File: src/rtl/pprl_pkg.sv
// Purpose: Shared constants for the peripheral pin routing and lock block
// Assumes: One 25 MHz clock (mclk), all inputs synchronous to it
// Notes: Selector codes are common to every peripheral input and every pin
//
// Overview of operation
// - Each peripheral input has its own selector choosing its source pin.
// - Several peripheral inputs may select one pin and all see its level.
// - Port level reads always return the real pin level.
// - Only digital signals are routed; analog functions stay on their pins.
// - All input selectors share one layout and one source encoding.
// - Each pin has its own output selector, independent of input selection.
// - Pin direction control keeps enabling the driver whatever output is chosen.
// - Sync serial, I2C and waveform shutdown may override the driver enable.
// - All pin output selectors share one layout and one encoding.
// - While locked, writes to every selector are ignored.
// - Lock flag changes only after writes 0x55, 0xAA, then the flag write.
// - With the one-shot fuse, the flag sets once per reset and never clears.
// - With the fuse, once set again the flag stays set until reset.
// - Power-on reset restores selector defaults; other resets keep them.
// - Sleep entry or exit never changes any selector value.
package pprl_pkg;

  // Sizes
  localparam int N_PIN = 8;
  localparam int N_PERIN = 8;
  localparam int N_PEROUT = 8;
  localparam int SEL_W = 5;
  localparam int IDX_W = 3;
  localparam int DATA_W = 8;

  // Register kinds on the write and read ports
  localparam logic [1:0] RK_IN_SEL = 2'h0;
  localparam logic [1:0] RK_OUT_SEL = 2'h1;
  localparam logic [1:0] RK_LOCK = 2'h2;

  // Lock control register keys and field
  localparam logic [7:0] KEY_FIRST = 8'h55;
  localparam logic [7:0] KEY_SECOND = 8'haa;
  localparam int LOCK_BIT = 0;

  // Output selector code 0 picks the port data latch, code k+1 peripheral output k
  localparam logic [SEL_W-1:0] OUT_SEL_LATCH = 5'h00;
  localparam logic [SEL_W-1:0] OUT_SEL_RST = 5'h00;

  // Default input selections after power-on reset, one pin code per input
  localparam logic [N_PERIN*SEL_W-1:0] IN_SEL_RST =
    {5'h07, 5'h06, 5'h05, 5'h04, 5'h03, 5'h02, 5'h01, 5'h00};

  // Peripheral outputs allowed to take over the pin driver enable
  localparam logic [N_PEROUT-1:0] OVR_CAPABLE = 8'h07;

  typedef enum logic [1:0] {SEQ_IDLE, SEQ_KEY1, SEQ_ARMED} pprl_seq_e;

endpackage : pprl_pkg

File: src/rtl/pprl_lock_if.sv
// Purpose: Carrier between the routing core and the lock sequencer
// Assumes: Single clock domain
// Notes: wr_stb is a one-cycle pulse for any register write
`timescale 1ns/100ps
`default_nettype none
interface pprl_lock_if;
  logic wr_stb;
  logic wr_is_lock;
  logic [pprl_pkg::DATA_W-1:0] wr_data;
  logic fuse;
  logic locked;

  modport core (output wr_stb, output wr_is_lock, output wr_data, output fuse, input locked);
  modport unit (input wr_stb, input wr_is_lock, input wr_data, input fuse, output locked);
endinterface : pprl_lock_if
`default_nettype wire

File: src/rtl/pprl_lock.sv
// Purpose: Unlock sequence detector and lock flag with one-shot option
// Assumes: Any reset (power-on or other) clears the flag and one-shot history
// Notes: A flag write outside the armed state is ignored
`timescale 1ns/100ps
`default_nettype none
module pprl_lock (
  // Clock and reset
  input wire logic mclk,
  input wire logic nrst,
  input wire logic dev_rst_n,
  // Core side
  pprl_lock_if.unit lk
);

  pprl_pkg::pprl_seq_e seq_q, seq_d;
  logic locked_q;
  logic cleared_q;
  logic set_again_q;
  logic new_flag;
  logic flag_wr;
  logic clr_ok;
  logic set_ok;
  logic do_clr;
  logic do_set;

  // Sequence decode
  assign new_flag = lk.wr_data[pprl_pkg::LOCK_BIT];
  assign flag_wr = lk.wr_stb && lk.wr_is_lock && (seq_q == pprl_pkg::SEQ_ARMED);
  assign clr_ok = !lk.fuse || (!cleared_q && !set_again_q);
  assign set_ok = !lk.fuse || !set_again_q;
  assign do_clr = flag_wr && !new_flag && locked_q && clr_ok;
  assign do_set = flag_wr && new_flag && !locked_q && set_ok;
  assign lk.locked = locked_q;

  // Next sequence state
  always_comb begin
    seq_d = seq_q;
    if (lk.wr_stb) begin
      unique case (seq_q)
        pprl_pkg::SEQ_IDLE: begin
          seq_d = (lk.wr_is_lock && lk.wr_data == pprl_pkg::KEY_FIRST) ?
                  pprl_pkg::SEQ_KEY1 : pprl_pkg::SEQ_IDLE;
        end
        pprl_pkg::SEQ_KEY1: begin
          seq_d = (lk.wr_is_lock && lk.wr_data == pprl_pkg::KEY_SECOND) ?
                  pprl_pkg::SEQ_ARMED : pprl_pkg::SEQ_IDLE;
        end
        pprl_pkg::SEQ_ARMED: begin
          seq_d = pprl_pkg::SEQ_IDLE;
        end
      endcase
    end
  end

  // Flag and one-shot history
  always_ff @(posedge mclk) begin
    if (!nrst || !dev_rst_n) begin
      seq_q <= pprl_pkg::SEQ_IDLE;
      locked_q <= 1'b0;
      cleared_q <= 1'b0;
      set_again_q <= 1'b0;
    end else begin
      seq_q <= seq_d;
      if (do_clr) begin
        locked_q <= 1'b0;
        cleared_q <= 1'b1;
      end else if (do_set) begin
        locked_q <= 1'b1;
        set_again_q <= 1'b1;
      end
    end
  end

endmodule : pprl_lock
`default_nettype wire

File: src/rtl/pprl_top.sv
// Purpose: Routes peripheral inputs from pins and peripheral outputs to pins
// Assumes: nrst is the power-on reset; dev_rst_n covers every other reset
// Notes: Outputs are registered, so routed signals lag their sources by one cycle
`timescale 1ns/100ps
`default_nettype none
module pprl_top (
  // Clock and resets
  input wire logic mclk,
  input wire logic nrst,
  input wire logic dev_rst_n,
  // Register write port
  input wire logic reg_wr,
  input wire logic [1:0] reg_wr_kind,
  input wire logic [pprl_pkg::IDX_W-1:0] reg_wr_idx,
  input wire logic [pprl_pkg::DATA_W-1:0] reg_wr_data,
  // Register read port
  input wire logic [1:0] reg_rd_kind,
  input wire logic [pprl_pkg::IDX_W-1:0] reg_rd_idx,
  output logic [pprl_pkg::DATA_W-1:0] reg_rd_data_q,
  // Configuration and status
  input wire logic one_shot_lock_fuse,
  input wire logic sleep_mode,
  output logic selection_lock_flag_q,
  // Port controls
  input wire logic [pprl_pkg::N_PIN-1:0] pin_direction_control,
  input wire logic [pprl_pkg::N_PIN-1:0] port_latch,
  input wire logic [pprl_pkg::N_PIN-1:0] analog_select,
  output logic [pprl_pkg::N_PIN-1:0] port_level_q,
  // Device pins
  input wire logic [pprl_pkg::N_PIN-1:0] pin_in,
  output logic [pprl_pkg::N_PIN-1:0] pin_out_q,
  output logic [pprl_pkg::N_PIN-1:0] pin_oe_q,
  // Peripheral side
  output logic [pprl_pkg::N_PERIN-1:0] periph_in_q,
  input wire logic [pprl_pkg::N_PEROUT-1:0] periph_out,
  input wire logic [pprl_pkg::N_PEROUT-1:0] periph_oe_req,
  input wire logic [pprl_pkg::N_PEROUT-1:0] periph_oe
);

  localparam int SW = pprl_pkg::SEL_W;

  pprl_lock_if lk ();

  logic [SW-1:0] in_sel_q [pprl_pkg::N_PERIN];
  logic [SW-1:0] out_sel_q [pprl_pkg::N_PIN];
  logic [pprl_pkg::N_PIN-1:0] pin_digital;
  logic sel_wr_ok;
  logic [pprl_pkg::DATA_W-1:0] rd_mux;
  logic sleep_unused;

  // Lock sequencer hookup
  assign lk.wr_stb = reg_wr;
  assign lk.wr_is_lock = (reg_wr_kind == pprl_pkg::RK_LOCK);
  assign lk.wr_data = reg_wr_data;
  assign lk.fuse = one_shot_lock_fuse;

  pprl_lock u_lock (
    .mclk(mclk),
    .nrst(nrst),
    .dev_rst_n(dev_rst_n),
    .lk(lk)
  );

  // Selector writes pass only while unlocked
  assign sel_wr_ok = reg_wr && !lk.locked;
  // Sleep has no path into the selectors
  assign sleep_unused = sleep_mode;
  // Analog pins keep their digital buffer off, so routed inputs read low
  assign pin_digital = pin_in & ~analog_select;

  ////////////////////////////////////////////////////////////////////////////
  // Peripheral input selection

  genvar gi;
  generate
    for (gi = 0; gi < pprl_pkg::N_PERIN; gi++) begin : g_in
      logic wr_this;
      logic code_ok;
      logic routed;
      assign wr_this = sel_wr_ok && reg_wr_kind == pprl_pkg::RK_IN_SEL &&
                       reg_wr_idx == pprl_pkg::IDX_W'(gi);
      // Same code space for every input; codes past the last pin give low
      assign code_ok = in_sel_q[gi] < SW'(pprl_pkg::N_PIN);
      assign routed = code_ok ? pin_digital[in_sel_q[gi][pprl_pkg::IDX_W-1:0]] : 1'b0;

      // Selector holds through every reset but power-on
      always_ff @(posedge mclk) begin
        if (!nrst) begin
          in_sel_q[gi] <= pprl_pkg::IN_SEL_RST[gi*SW +: SW];
        end else if (wr_this) begin
          in_sel_q[gi] <= reg_wr_data[SW-1:0];
        end
      end

      // Routed level to the peripheral
      always_ff @(posedge mclk) begin
        if (!nrst) begin
          periph_in_q[gi] <= 1'b0;
        end else begin
          periph_in_q[gi] <= routed;
        end
      end
    end
  endgenerate

  ////////////////////////////////////////////////////////////////////////////
  // Pin output selection

  genvar gp;
  generate
    for (gp = 0; gp < pprl_pkg::N_PIN; gp++) begin : g_pin
      logic wr_this;
      logic is_periph;
      logic [SW-1:0] pidx;
      logic src_ok;
      logic data_sel;
      logic ovr;
      logic oe_sel;
      assign wr_this = sel_wr_ok && reg_wr_kind == pprl_pkg::RK_OUT_SEL &&
                       reg_wr_idx == pprl_pkg::IDX_W'(gp);
      // Code 0 is the latch, code k+1 is peripheral output k, same for all pins
      assign is_periph = out_sel_q[gp] != pprl_pkg::OUT_SEL_LATCH;
      assign pidx = out_sel_q[gp] - SW'(1);
      assign src_ok = is_periph && pidx < SW'(pprl_pkg::N_PEROUT);
      assign data_sel = !is_periph ? port_latch[gp] :
                        src_ok ? periph_out[pidx[pprl_pkg::IDX_W-1:0]] : 1'b0;
      // Only listed peripherals may take over the driver enable
      assign ovr = src_ok && pprl_pkg::OVR_CAPABLE[pidx[pprl_pkg::IDX_W-1:0]] &&
                   periph_oe_req[pidx[pprl_pkg::IDX_W-1:0]];
      assign oe_sel = ovr ? periph_oe[pidx[pprl_pkg::IDX_W-1:0]] :
                      !pin_direction_control[gp];

      // Selector holds through every reset but power-on
      always_ff @(posedge mclk) begin
        if (!nrst) begin
          out_sel_q[gp] <= pprl_pkg::OUT_SEL_RST;
        end else if (wr_this) begin
          out_sel_q[gp] <= reg_wr_data[SW-1:0];
        end
      end

      // Registered pin drive
      always_ff @(posedge mclk) begin
        if (!nrst) begin
          pin_out_q[gp] <= 1'b0;
          pin_oe_q[gp] <= 1'b0;
        end else begin
          pin_out_q[gp] <= data_sel;
          pin_oe_q[gp] <= oe_sel;
        end
      end
    end
  endgenerate

  ////////////////////////////////////////////////////////////////////////////
  // Read side

  // Read decode; bits above the selector field read as zero
  assign rd_mux = (reg_rd_kind == pprl_pkg::RK_IN_SEL) ?
                    {3'h0, in_sel_q[reg_rd_idx]} :
                  (reg_rd_kind == pprl_pkg::RK_OUT_SEL) ?
                    {3'h0, out_sel_q[reg_rd_idx]} :
                  (reg_rd_kind == pprl_pkg::RK_LOCK) ?
                    {7'h00, lk.locked} : 8'h00;

  // Read data, pin levels and lock status
  always_ff @(posedge mclk) begin
    if (!nrst) begin
      reg_rd_data_q <= 8'h00;
      port_level_q <= 8'h00;
      selection_lock_flag_q <= 1'b0;
    end else begin
      reg_rd_data_q <= rd_mux;
      port_level_q <= pin_in;
      selection_lock_flag_q <= lk.locked;
    end
  end

endmodule : pprl_top
`default_nettype wire

File: config.mk
export PLATFORM = sky130hd
export DESIGN_NAME = pprl_top
export DESIGN_NICKNAME = d
export VERILOG_FILES = /design/src/rtl/pprl_pkg.sv /design/src/rtl/pprl_lock_if.sv /design/src/rtl/pprl_lock.sv /design/src/rtl/pprl_top.sv
export SDC_FILE = /design/constraint.sdc
export NUM_CORES = 1
export LEC_CHECK = 0
export BUFFER_PORTS_ARGS = -buffer_cell sky130_fd_sc_hd__buf_2
export CELL_PAD_IN_SITES_DETAIL_PLACEMENT = 1
export CELL_PAD_IN_SITES_GLOBAL_PLACEMENT = 1
export CORE_MARGIN = 2
export CORE_UTILIZATION = 29
export CTS_CLUSTER_SIZE = 12
export DETAILED_ROUTE_END_ITERATION = 12
export PLACE_DENSITY = 0.65
export SLEW_MARGIN = 20
export SYNTH_ARGS = -nofsm -noshare
export SYNTH_HDL_FRONTEND = slang
export SYNTH_SLANG_ARGS = --single-unit
File: constraint.sdc
create_clock -name mclk -period 2.4 [get_ports mclk]
set_input_delay 0.48 -clock mclk [delete_from_list [all_inputs] [get_ports mclk]]
set_output_delay 0.48 -clock mclk [all_outputs]
set_load 0.05 [all_outputs]
==> results.md, run 1 <==
* Post-synthesis sequential area ratio at 42.39%
* Number of search-and-repair iterations in the first detailed-routing pass at 4
* Util after Layout at 35.85%
* Type of the worst min-delay path: in2reg
* Switching power at 1.596 mW
* Worst Hold Path Cells at 2
* Crit Path Class: reg2reg
* Power share of the combinational group at 15.4%
* Count of flip-flops with a built-in enable after synthesis at 80
* Maximum buffer depth of the clock tree at 2
* Run status: complete, no violations
* Horiz. Die Dim at 166.9 um
* Number of distinct library cells after synthesis at 55
* Synth area leaders: sky130_fd_sc_hd__edfxtp_1 31%, sky130_fd_sc_hd__mux4_2 13%, sky130_fd_sc_hd__dfxtp_1 11%
* Endpoint of the lowest-slack register-to-register path: pin_oe_q[7]
* Total power density per cell area at 629.4 mW/mm^2
* Unrepaired setup endpoints after global routing: no
* Gates resized, CTS repair at 0
* Maximum vdd drop at 0.0005386 V
* Number of setup violations in the final report at 0
* Count of input and output buffers at 108
* Req. time, crit path at 2.76 ns
* Startpoint of the lowest-slack register-to-register path: out_sel_q[7][1]
* Launch instance of the worst min-delay path: pin_direction_control[1]
* Uppermost metal layer occupied by signal nets: met4
* Root Buffer Master: sky130_fd_sc_hd__clkbuf_16
* Period utilization at 79.51%
* Actual slew at the worst max-slew pin at 0.5902 ns
* Worst-skew pair later-pin latency at 0.43 ns
* Power consumption at 5.880 mW
* Half-perimeter wire length after placement at 16.87 mm
* Standard cell core area at 0.02606 sq mm
* Via-to-Cell Ratio at 5.239
* Arr. time, crit path at 2.27 ns
* DIE HEIGHT at 166.9 um
* All-layer global routing usage at 16.62%
* Minimum hold slack at 0.2167 ns
* Biggest fanout along the worst timing path at 7
* Max-slew headroom at the worst pin at 60.65%
* Clock network power share at 44.0%
* Max-slew violations at 0
* Clock input transition at the sequential cells of the worst setup and hold paths at 0.06 ns
* DRC Markers at 0
* Proportion of netlist area held by the largest area contributor at 31.20%
* Total number of H-tree levels at 4
* Final critical delay including setup and external delays at 1.908 ns
* Worst setup timing slack at the placement stage at 0.2975 ns
* Final hold violation count at 0
* Vias in the first global route at 6,151
* Cell area after synthesis at 0.007699 sq mm
* Count of synthesis-stage warnings from yosys at 0
* Number of post-CTS setup repair buffers at 0
* Routed wire length per instance at 20.54 um
* Clock tree from TritonCTS: built
* Biggest area consumer among synthesized cells: sky130_fd_sc_hd__edfxtp_1
* Number of nets in the layout at 857
* Row Count at 59
* Min setup slack post-route at 0.4917 ns
* Post-Syn Instances at 623
* Num CTS Buffers at 17
* Layout cell share with drive strength beyond 1 at 34.20%
* Antenna diode instance count at 0
* Detailed-route via count at 5,800
* Fill cells at 2,850
* Worst-case clock skew at 0.01466 ns
* Setup slack, reg-to-reg at 0.49 ns
* Drt initial violations at 365
* Number of storage elements in the synthesis netlist at 123
* Register-to-Register Path Depth at 6
* Area enclosed by the die boundary at 0.02787 sq mm
* End point of the most critical hold path: pin_oe_q[1]
* Cell-internal power at 4.284 mW
* Switching part of the total at 27.14%
* Post-route antenna net violation count at 0
* Standby leakage power at 3.607 nW
* RePlAce Congestion at 0.8179
* Fraction of power consumed by sequential logic at 40.6%
* Length of routed wiring on met1 at 10.21 mm
* Maximum number of pins on one net before global-route repair at 20
* Boundary pin count at 121
* Storage element area at 0.003263 sq mm
* First-pass GRT wire length at 35.45 mm
* Wire length on met2 at 11.10 mm
* Signed area change from the synthesized netlist to the final layout at 21.34%
* Mean Syn Cell Area at 12.36 sq um
* Main flop type after synthesis: sky130_fd_sc_hd__edfxtp_1
* DRT Wirelength at 22.74 mm
* Number of antenna violations at the first check in global routing at 0
* Met3 WL post-DR at 987 um
* Type of element capturing the critical path: flop
* FMAX at 524.0 MHz
* Footprint of the multi-input gates at 0.004119 sq mm
* Async set or reset register ratio after synthesis at 0%
* Leftover overflow at the end of global routing at 0
* Effective utilization at floorplan at 29.54%
* Final setup TNS at 0 ns
* Max Cap Viol at 0
* Startpoint class of the critical path: flop
* Sinks on the clock net at 123
* Quantity of hold-fixing buffers added after cts at 0
-- final cells by class --
| cell class | count | share of cell area (%) |
|---|---|---|
| inverters | 22 | 0.8840 |
| flip-flops and latches | 123 | 34.93 |
| multi-input cells | 446 | 44.09 |
| repair buffers | 149 | 9.215 |
| clock buffers | 20 | 5.237 |
| well taps | 335 | 4.487 |
| clock inverters | 12 | 1.152 |
-- worst max-delay path, cell delays in order, from the launching register on --
cell,delay (ns)
sky130_fd_sc_hd__edfxtp_1,0.45
sky130_fd_sc_hd__inv_1,0.10
sky130_fd_sc_hd__ha_1,0.43
sky130_fd_sc_hd__mux4_2,0.34
sky130_fd_sc_hd__and3b_1,0.21
sky130_fd_sc_hd__o221a_2,0.13
sky130_fd_sc_hd__a211oi_2,0.18
-- Yosys cell counts, drive strengths merged (2+ instances only) --
master   n
edfxtp  80
and2    64
mux4    61
dfxtp   43
nor2    40
o21ai   32
a211oi  28
nor2b   24
inv     21
mux2i   19
ha      18
buf     17
clkbuf  17
nand2   16
nor3    13
a21oi   10
nand4b  10
nor3b    9
or2      9
a31o     8
and3b    8
mux2     8
nor4     8
or3      8
nand3b   7
o221a    7
xnor2    6
nand3    5
nand2b   4
o22a     4
a31oi    2
xor2     2
-- cell families (layout without fill, tap and decap cells) --
group	count (synthesis)	count (layout)	share of synthesized area (%)
muxes	88	88	22.22
adders and majority gates	18	18	2.925
other	1	3	0.04871
xor gates and xnor gates	8	8	0.9102
DFF	123	123	42.39
buffers and inverters	56	203	4.209
AOI/OAI and AO/OA	98	98	9.491
and+or+nand+nor	231	231	17.81
-- power by group through the flow --
stage / registers (mW) / logic [mW] / clock network [mW]
after floorplan: 2.53 / 0.486 / 0
after global placement: 2.43 / 0.891 / 0
after detailed placement: 2.44 / 0.905 / 0
after CTS: 2.39 / 0.910 / 2.64
after global routing: 2.40 / 0.972 / 2.71
final: 2.39 / 0.904 / 2.59
-- flip-flops by register name (all words and copies together), names as in the netlist, 2 cells and up --
register	count
in_sel_q	40
out_sel_q	40
periph_in_q	8
pin_oe_q	8
pin_out_q	8
port_level_q	8
reg_rd_data_q	5
u_lock.seq_q	2
-- metrics by stage --
step,instance area (sq um),instances
finish,9341,1107
global route,9341,1107
CTS,9341,1107
detailed placement,8745,1075
global placement,8745,1075
floorplan,7706,625
-- cells in the final DEF (no fill, tap or decap), types with 21 or more instances in the layout --
cell	synthesis	layout
sky130_fd_sc_hd__mux4_2	46	46
sky130_fd_sc_hd__and2_1	64	64
sky130_fd_sc_hd__o21ai_0	28	28
sky130_fd_sc_hd__edfxtp_1	80	80
sky130_fd_sc_hd__buf_2	0	108
sky130_fd_sc_hd__inv_1	21	21
sky130_fd_sc_hd__dfxtp_1	43	43
sky130_fd_sc_hd__nor2b_1	24	24
sky130_fd_sc_hd__buf_4	6	40
sky130_fd_sc_hd__nor2_1	40	40
sky130_fd_sc_hd__a211oi_1	21	21
-- per-layer routing --
metal / GRT usage [%] / up-vias
met5: 0 / -
met2: 27.61 / 158
met1: 22.05 / 2935
met4: 4.985 / 0
li1: - / 2677
met3: 3.137 / 30
-- worst max-delay path by stage --
stage / start / end / slack, ns / cells after the start
2_1_floorplan: reg_wr_idx[0] / in_sel_q[0][0] / 0.60 / 3
3_3_place_gp: reg_rd_idx[1] / reg_rd_data_q[2] / 0.33 / 5
3_5_place_dp: reg_rd_idx[1] / reg_rd_data_q[2] / 0.30 / 5
4_1_cts: out_sel_q[7][1] / pin_oe_q[7] / 0.49 / 6
5_1_grt: out_sel_q[0][1] / pin_oe_q[0] / 0.35 / 6
6_report: out_sel_q[7][1] / pin_oe_q[7] / 0.49 / 6
(Power assumes the default switching activity.)
==> run 2, diff against run 1 <==
Settings changed: PLACE_DENSITY 0.65 to 0.67.
Clock period 2.4 ns to 1.6 ns, I/O delays scaled along.
==> run 2 against run 1 <==
  * The run now ends with negative setup slack left
  * Sequential power increased by 49%
  * Design area increased by 13%
  * Clock power increased by 49%
  * Maximum frequency increased by 9.8%
  * Non-clock buffer count increased by 95
  * Sequential share of layout area decreased by 4.0 points
  * Die area unchanged
  * Setup slack got worse by 0.63 ns
  * Global-route usage increased by 1.2 points
  * Core utilization increased by 4.7 points
  * Critical endpoint is now pin_out_q[4]
  * Largest cell class unchanged
  * Largest power group unchanged
==> results.md, run 2 (synthesis gave the netlist of run 1 again) <==
* Run status: complete, but fails checks (was complete, no violations)
* Violations in the final reports: negative setup slack
* Req. time, crit path at 1.92 ns (was 2.76 ns)
* Met2 Usage GRT at 30.92% (was 27.61%)
* Biggest fanout along the worst timing path at 4 (was 7)
* Drt initial violations at 383 (was 365)
* Util after Layout at 40.53% (was 35.85%)
* Final critical delay including setup and external delays at 1.737 ns (was 1.908 ns)
* Worst-case clock skew at 0.01045 ns (was 0.01466 ns)
* Unrepaired setup endpoints after global routing: yes (was no)
* Half-perimeter wire length after placement at 17.89 mm (was 16.87 mm)
* Footprint of the multi-input gates at 0.004569 sq mm (was 0.004119 sq mm)
* Crit Path Class: reg2reg (unchanged)
* Number of antenna violations at the first check in global routing at 0 (unchanged)
* Antenna diode instance count at 0 (unchanged)
* Startpoint of the lowest-slack register-to-register path: out_sel_q[4][0] (was out_sel_q[7][1])
* Layout cell share with drive strength beyond 1 at 49.37% (was 34.20%)
* Number of setup violations in the final report at 18 (was 0)
* Number of search-and-repair iterations in the first detailed-routing pass at 5 (was 4)
* DIE HEIGHT at 166.9 um (unchanged)
* Max Cap Viol at 0 (unchanged)
* Actual slew at the worst max-slew pin at 0.6478 ns (was 0.5902 ns)
* Arr. time, crit path at 2.06 ns (was 2.27 ns)
* Period utilization at 108.6% (was 79.51%)
* Minimum hold slack at 0.06411 ns (was 0.2167 ns)
* Sinks on the clock net at 123 (unchanged)
* Setup slack, reg-to-reg at -0.14 ns (was 0.49 ns)
* Commonest cells after routing, fill and taps aside: 122 x sky130_fd_sc_hd__buf_4, 108 x sky130_fd_sc_hd__buf_2, 80 x sky130_fd_sc_hd__edfxtp_1 (was 108 x sky130_fd_sc_hd__buf_2, 80 x sky130_fd_sc_hd__edfxtp_1, 64 x sky130_fd_sc_hd__and2_1)
* Worst setup timing slack at the placement stage at -0.2223 ns (was 0.2975 ns)
* Root Buffer Master: sky130_fd_sc_hd__clkbuf_16 (unchanged)
* Endpoint of the lowest-slack register-to-register path: pin_out_q[4] (was pin_oe_q[7])
* Maximum vdd drop at 0.0005283 V (was 0.0005386 V)
* Min setup slack post-route at -0.1373 ns (was 0.4917 ns)
* Row Count at 59 (unchanged)
* Critical path startpoint: out_sel_q[4][0] (was out_sel_q[7][1])
* First-pass GRT wire length at 37.85 mm (was 35.45 mm)
* Worst-skew pair later-pin latency at 0.43 ns (about the same)
* Final hold violation count at 0 (unchanged)
* Met3 GRT Util at 2.567% (was 3.137%)
* Quantity of hold-fixing buffers added after cts at 0 (unchanged)
* Total number of H-tree levels at 4 (unchanged)
* Clock tree from TritonCTS: built (unchanged)
* Startpoint class of the critical path: flop (unchanged)
* Horiz. Die Dim at 166.9 um (unchanged)
* Effective utilization at floorplan at 29.54% (unchanged)
* Standard cell core area at 0.02606 sq mm (unchanged)
* Boundary pin count at 121 (unchanged)
* Max-slew headroom at the worst pin at 56.72% (was 60.65%)
* RePlAce Congestion at 0.8334 (was 0.8179)
* Number of nets in the layout at 952 (was 857)
* Post-route antenna net violation count at 0 (unchanged)
* Maximum number of pins on one net before global-route repair at 18 (was 20)
* DRC Markers at 0 (unchanged)
* Via-to-Cell Ratio at 5.166 (was 5.239)
* Register-to-Register Path Depth at 6 (unchanged)
* All-layer global routing usage at 17.79% (was 16.62%)
* Type of the worst min-delay path: in2reg (unchanged)
* Leftover overflow at the end of global routing at 0 (unchanged)
* DRT Wirelength at 24.47 mm (was 22.74 mm)
* Signed area change from the synthesized netlist to the final layout at 37.20% (was 21.34%)
* Count of input and output buffers at 108 (unchanged)
* Storage element area at 0.003263 sq mm (unchanged)
* Total power density per cell area at 864.5 mW/mm^2 (was 629.4 mW/mm^2)
* Fill cells at 2,800 (was 2,850)
* Endpoint of the worst setup timing path: pin_out_q[4] (was pin_oe_q[7])
* Peak-usage layer in the global routing report: met2 (unchanged)
* Most common library cell in the layout ignoring fill and taps: sky130_fd_sc_hd__buf_4 (was sky130_fd_sc_hd__buf_2)
* Detailed-route via count at 6,209 (was 5,800)
* Routed wire length per instance at 20.35 um (was 20.54 um)
* Standby leakage power at 4.141 nW (was 3.607 nW)
* Max-slew violations at 0 (unchanged)
* Clock input transition at the sequential cells of the worst setup and hold paths at 0.06 ns (about the same)
* Vias in the first global route at 6,596 (was 6,151)
* Area enclosed by the die boundary at 0.02787 sq mm (unchanged)
* Type of element capturing the critical path: flop (unchanged)
* Maximum buffer depth of the clock tree at 2 (unchanged)
* Met1 layer usage reported by global route at 22.73% (was 22.05%)
* Num CTS Buffers at 17 (unchanged)
* Top Registers: in_sel_q (40), out_sel_q (40) (unchanged)
* FMAX at 575.6 MHz (was 524.0 MHz)
-- run 2: changes by cell type in the layout (fill, tap and decap cells not counted), sizes merged --
cell,before,now
buf,149,244
clkbuf,20,21
clkinv,8,7
clkinvlp,1,2
inv,24,23
-- run 2: worst min path at each step --
stage,startpoint,to,slack (ns),depth (start not counted)
after floorplan,pin_direction_control[0],pin_oe_q[0],0.41,1
after global placement,in_sel_q[4][3],periph_in_q[4],0.43,1
after detailed placement,in_sel_q[4][3],periph_in_q[4],0.44,1
after CTS,pin_direction_control[0],pin_oe_q[0],0.05,2
after global routing,pin_direction_control[7],pin_oe_q[7],0.06,2
final,pin_direction_control[0],pin_oe_q[0],0.06,2
-- run 2: power breakdown --
group          internal (mW)  total (mW)  switching, mW
Sequential              3.49        3.57         0.0746
Combinational          0.770        1.69          0.922
Clock                   2.33        3.87           1.54
Total                   6.59        9.13           2.54
-- run 2: layout make-up --
| type | instances | share of cell area, % |
|---|---|---|
| multi-input cells | 446 | 43.26 |
| flip-flops and latches | 123 | 30.89 |
| repair buffers | 244 | 15.36 |
| clock buffers | 21 | 4.561 |
| well taps | 335 | 3.968 |
| clock inverters | 11 | 1.031 |
| inverters | 22 | 0.9240 |
-- run 2: worst max-delay path: stages (launching register included) --
cell	delay (ns)
sky130_fd_sc_hd__edfxtp_1	0.51
sky130_fd_sc_hd__inv_4	0.09
sky130_fd_sc_hd__ha_4	0.30
sky130_fd_sc_hd__mux4_2	0.30
sky130_fd_sc_hd__mux2_4	0.30
sky130_fd_sc_hd__o21ai_2	0.07
sky130_fd_sc_hd__a21oi_2	0.06
-- run 2: repair_timing --
action / 4_1_cts / 5_1_grt
resized for setup: 59 / 33
buffers inserted: 12 / 7
endpoints found under the hold margin: 0 / 0
pin swaps: 41 / 20
setup endpoints to repair: 19 / 81
-- run 2: through the flow --
| step | area [sq um] | TNS [ns] | cells | total power [mW] |
|---|---|---|---|---|
| floorplan | 7874 | -0.8288 | 625 | 4.565 |
| global placement | 9483 | -2.929 | 1151 | 5.131 |
| detailed placement | 9483 | -4.220 | 1151 | 5.162 |
| CTS | 10410 | -1.603 | 1195 | 9.139 |
| global route | 10560 | -2.724 | 1202 | 9.442 |
| finish | 10560 | -1.566 | 1202 | 9.132 |
-- run 2: per-layer routing --
| metal | vias to the layer above | wire (um) |
|---|---|---|
| met1 | 3162 | 10540 |
| li1 | 2867 | - |
| met5 | - | 0 |
| met3 | 40 | 784 |
| met4 | 0 | 531 |
| met2 | 140 | 12610 |
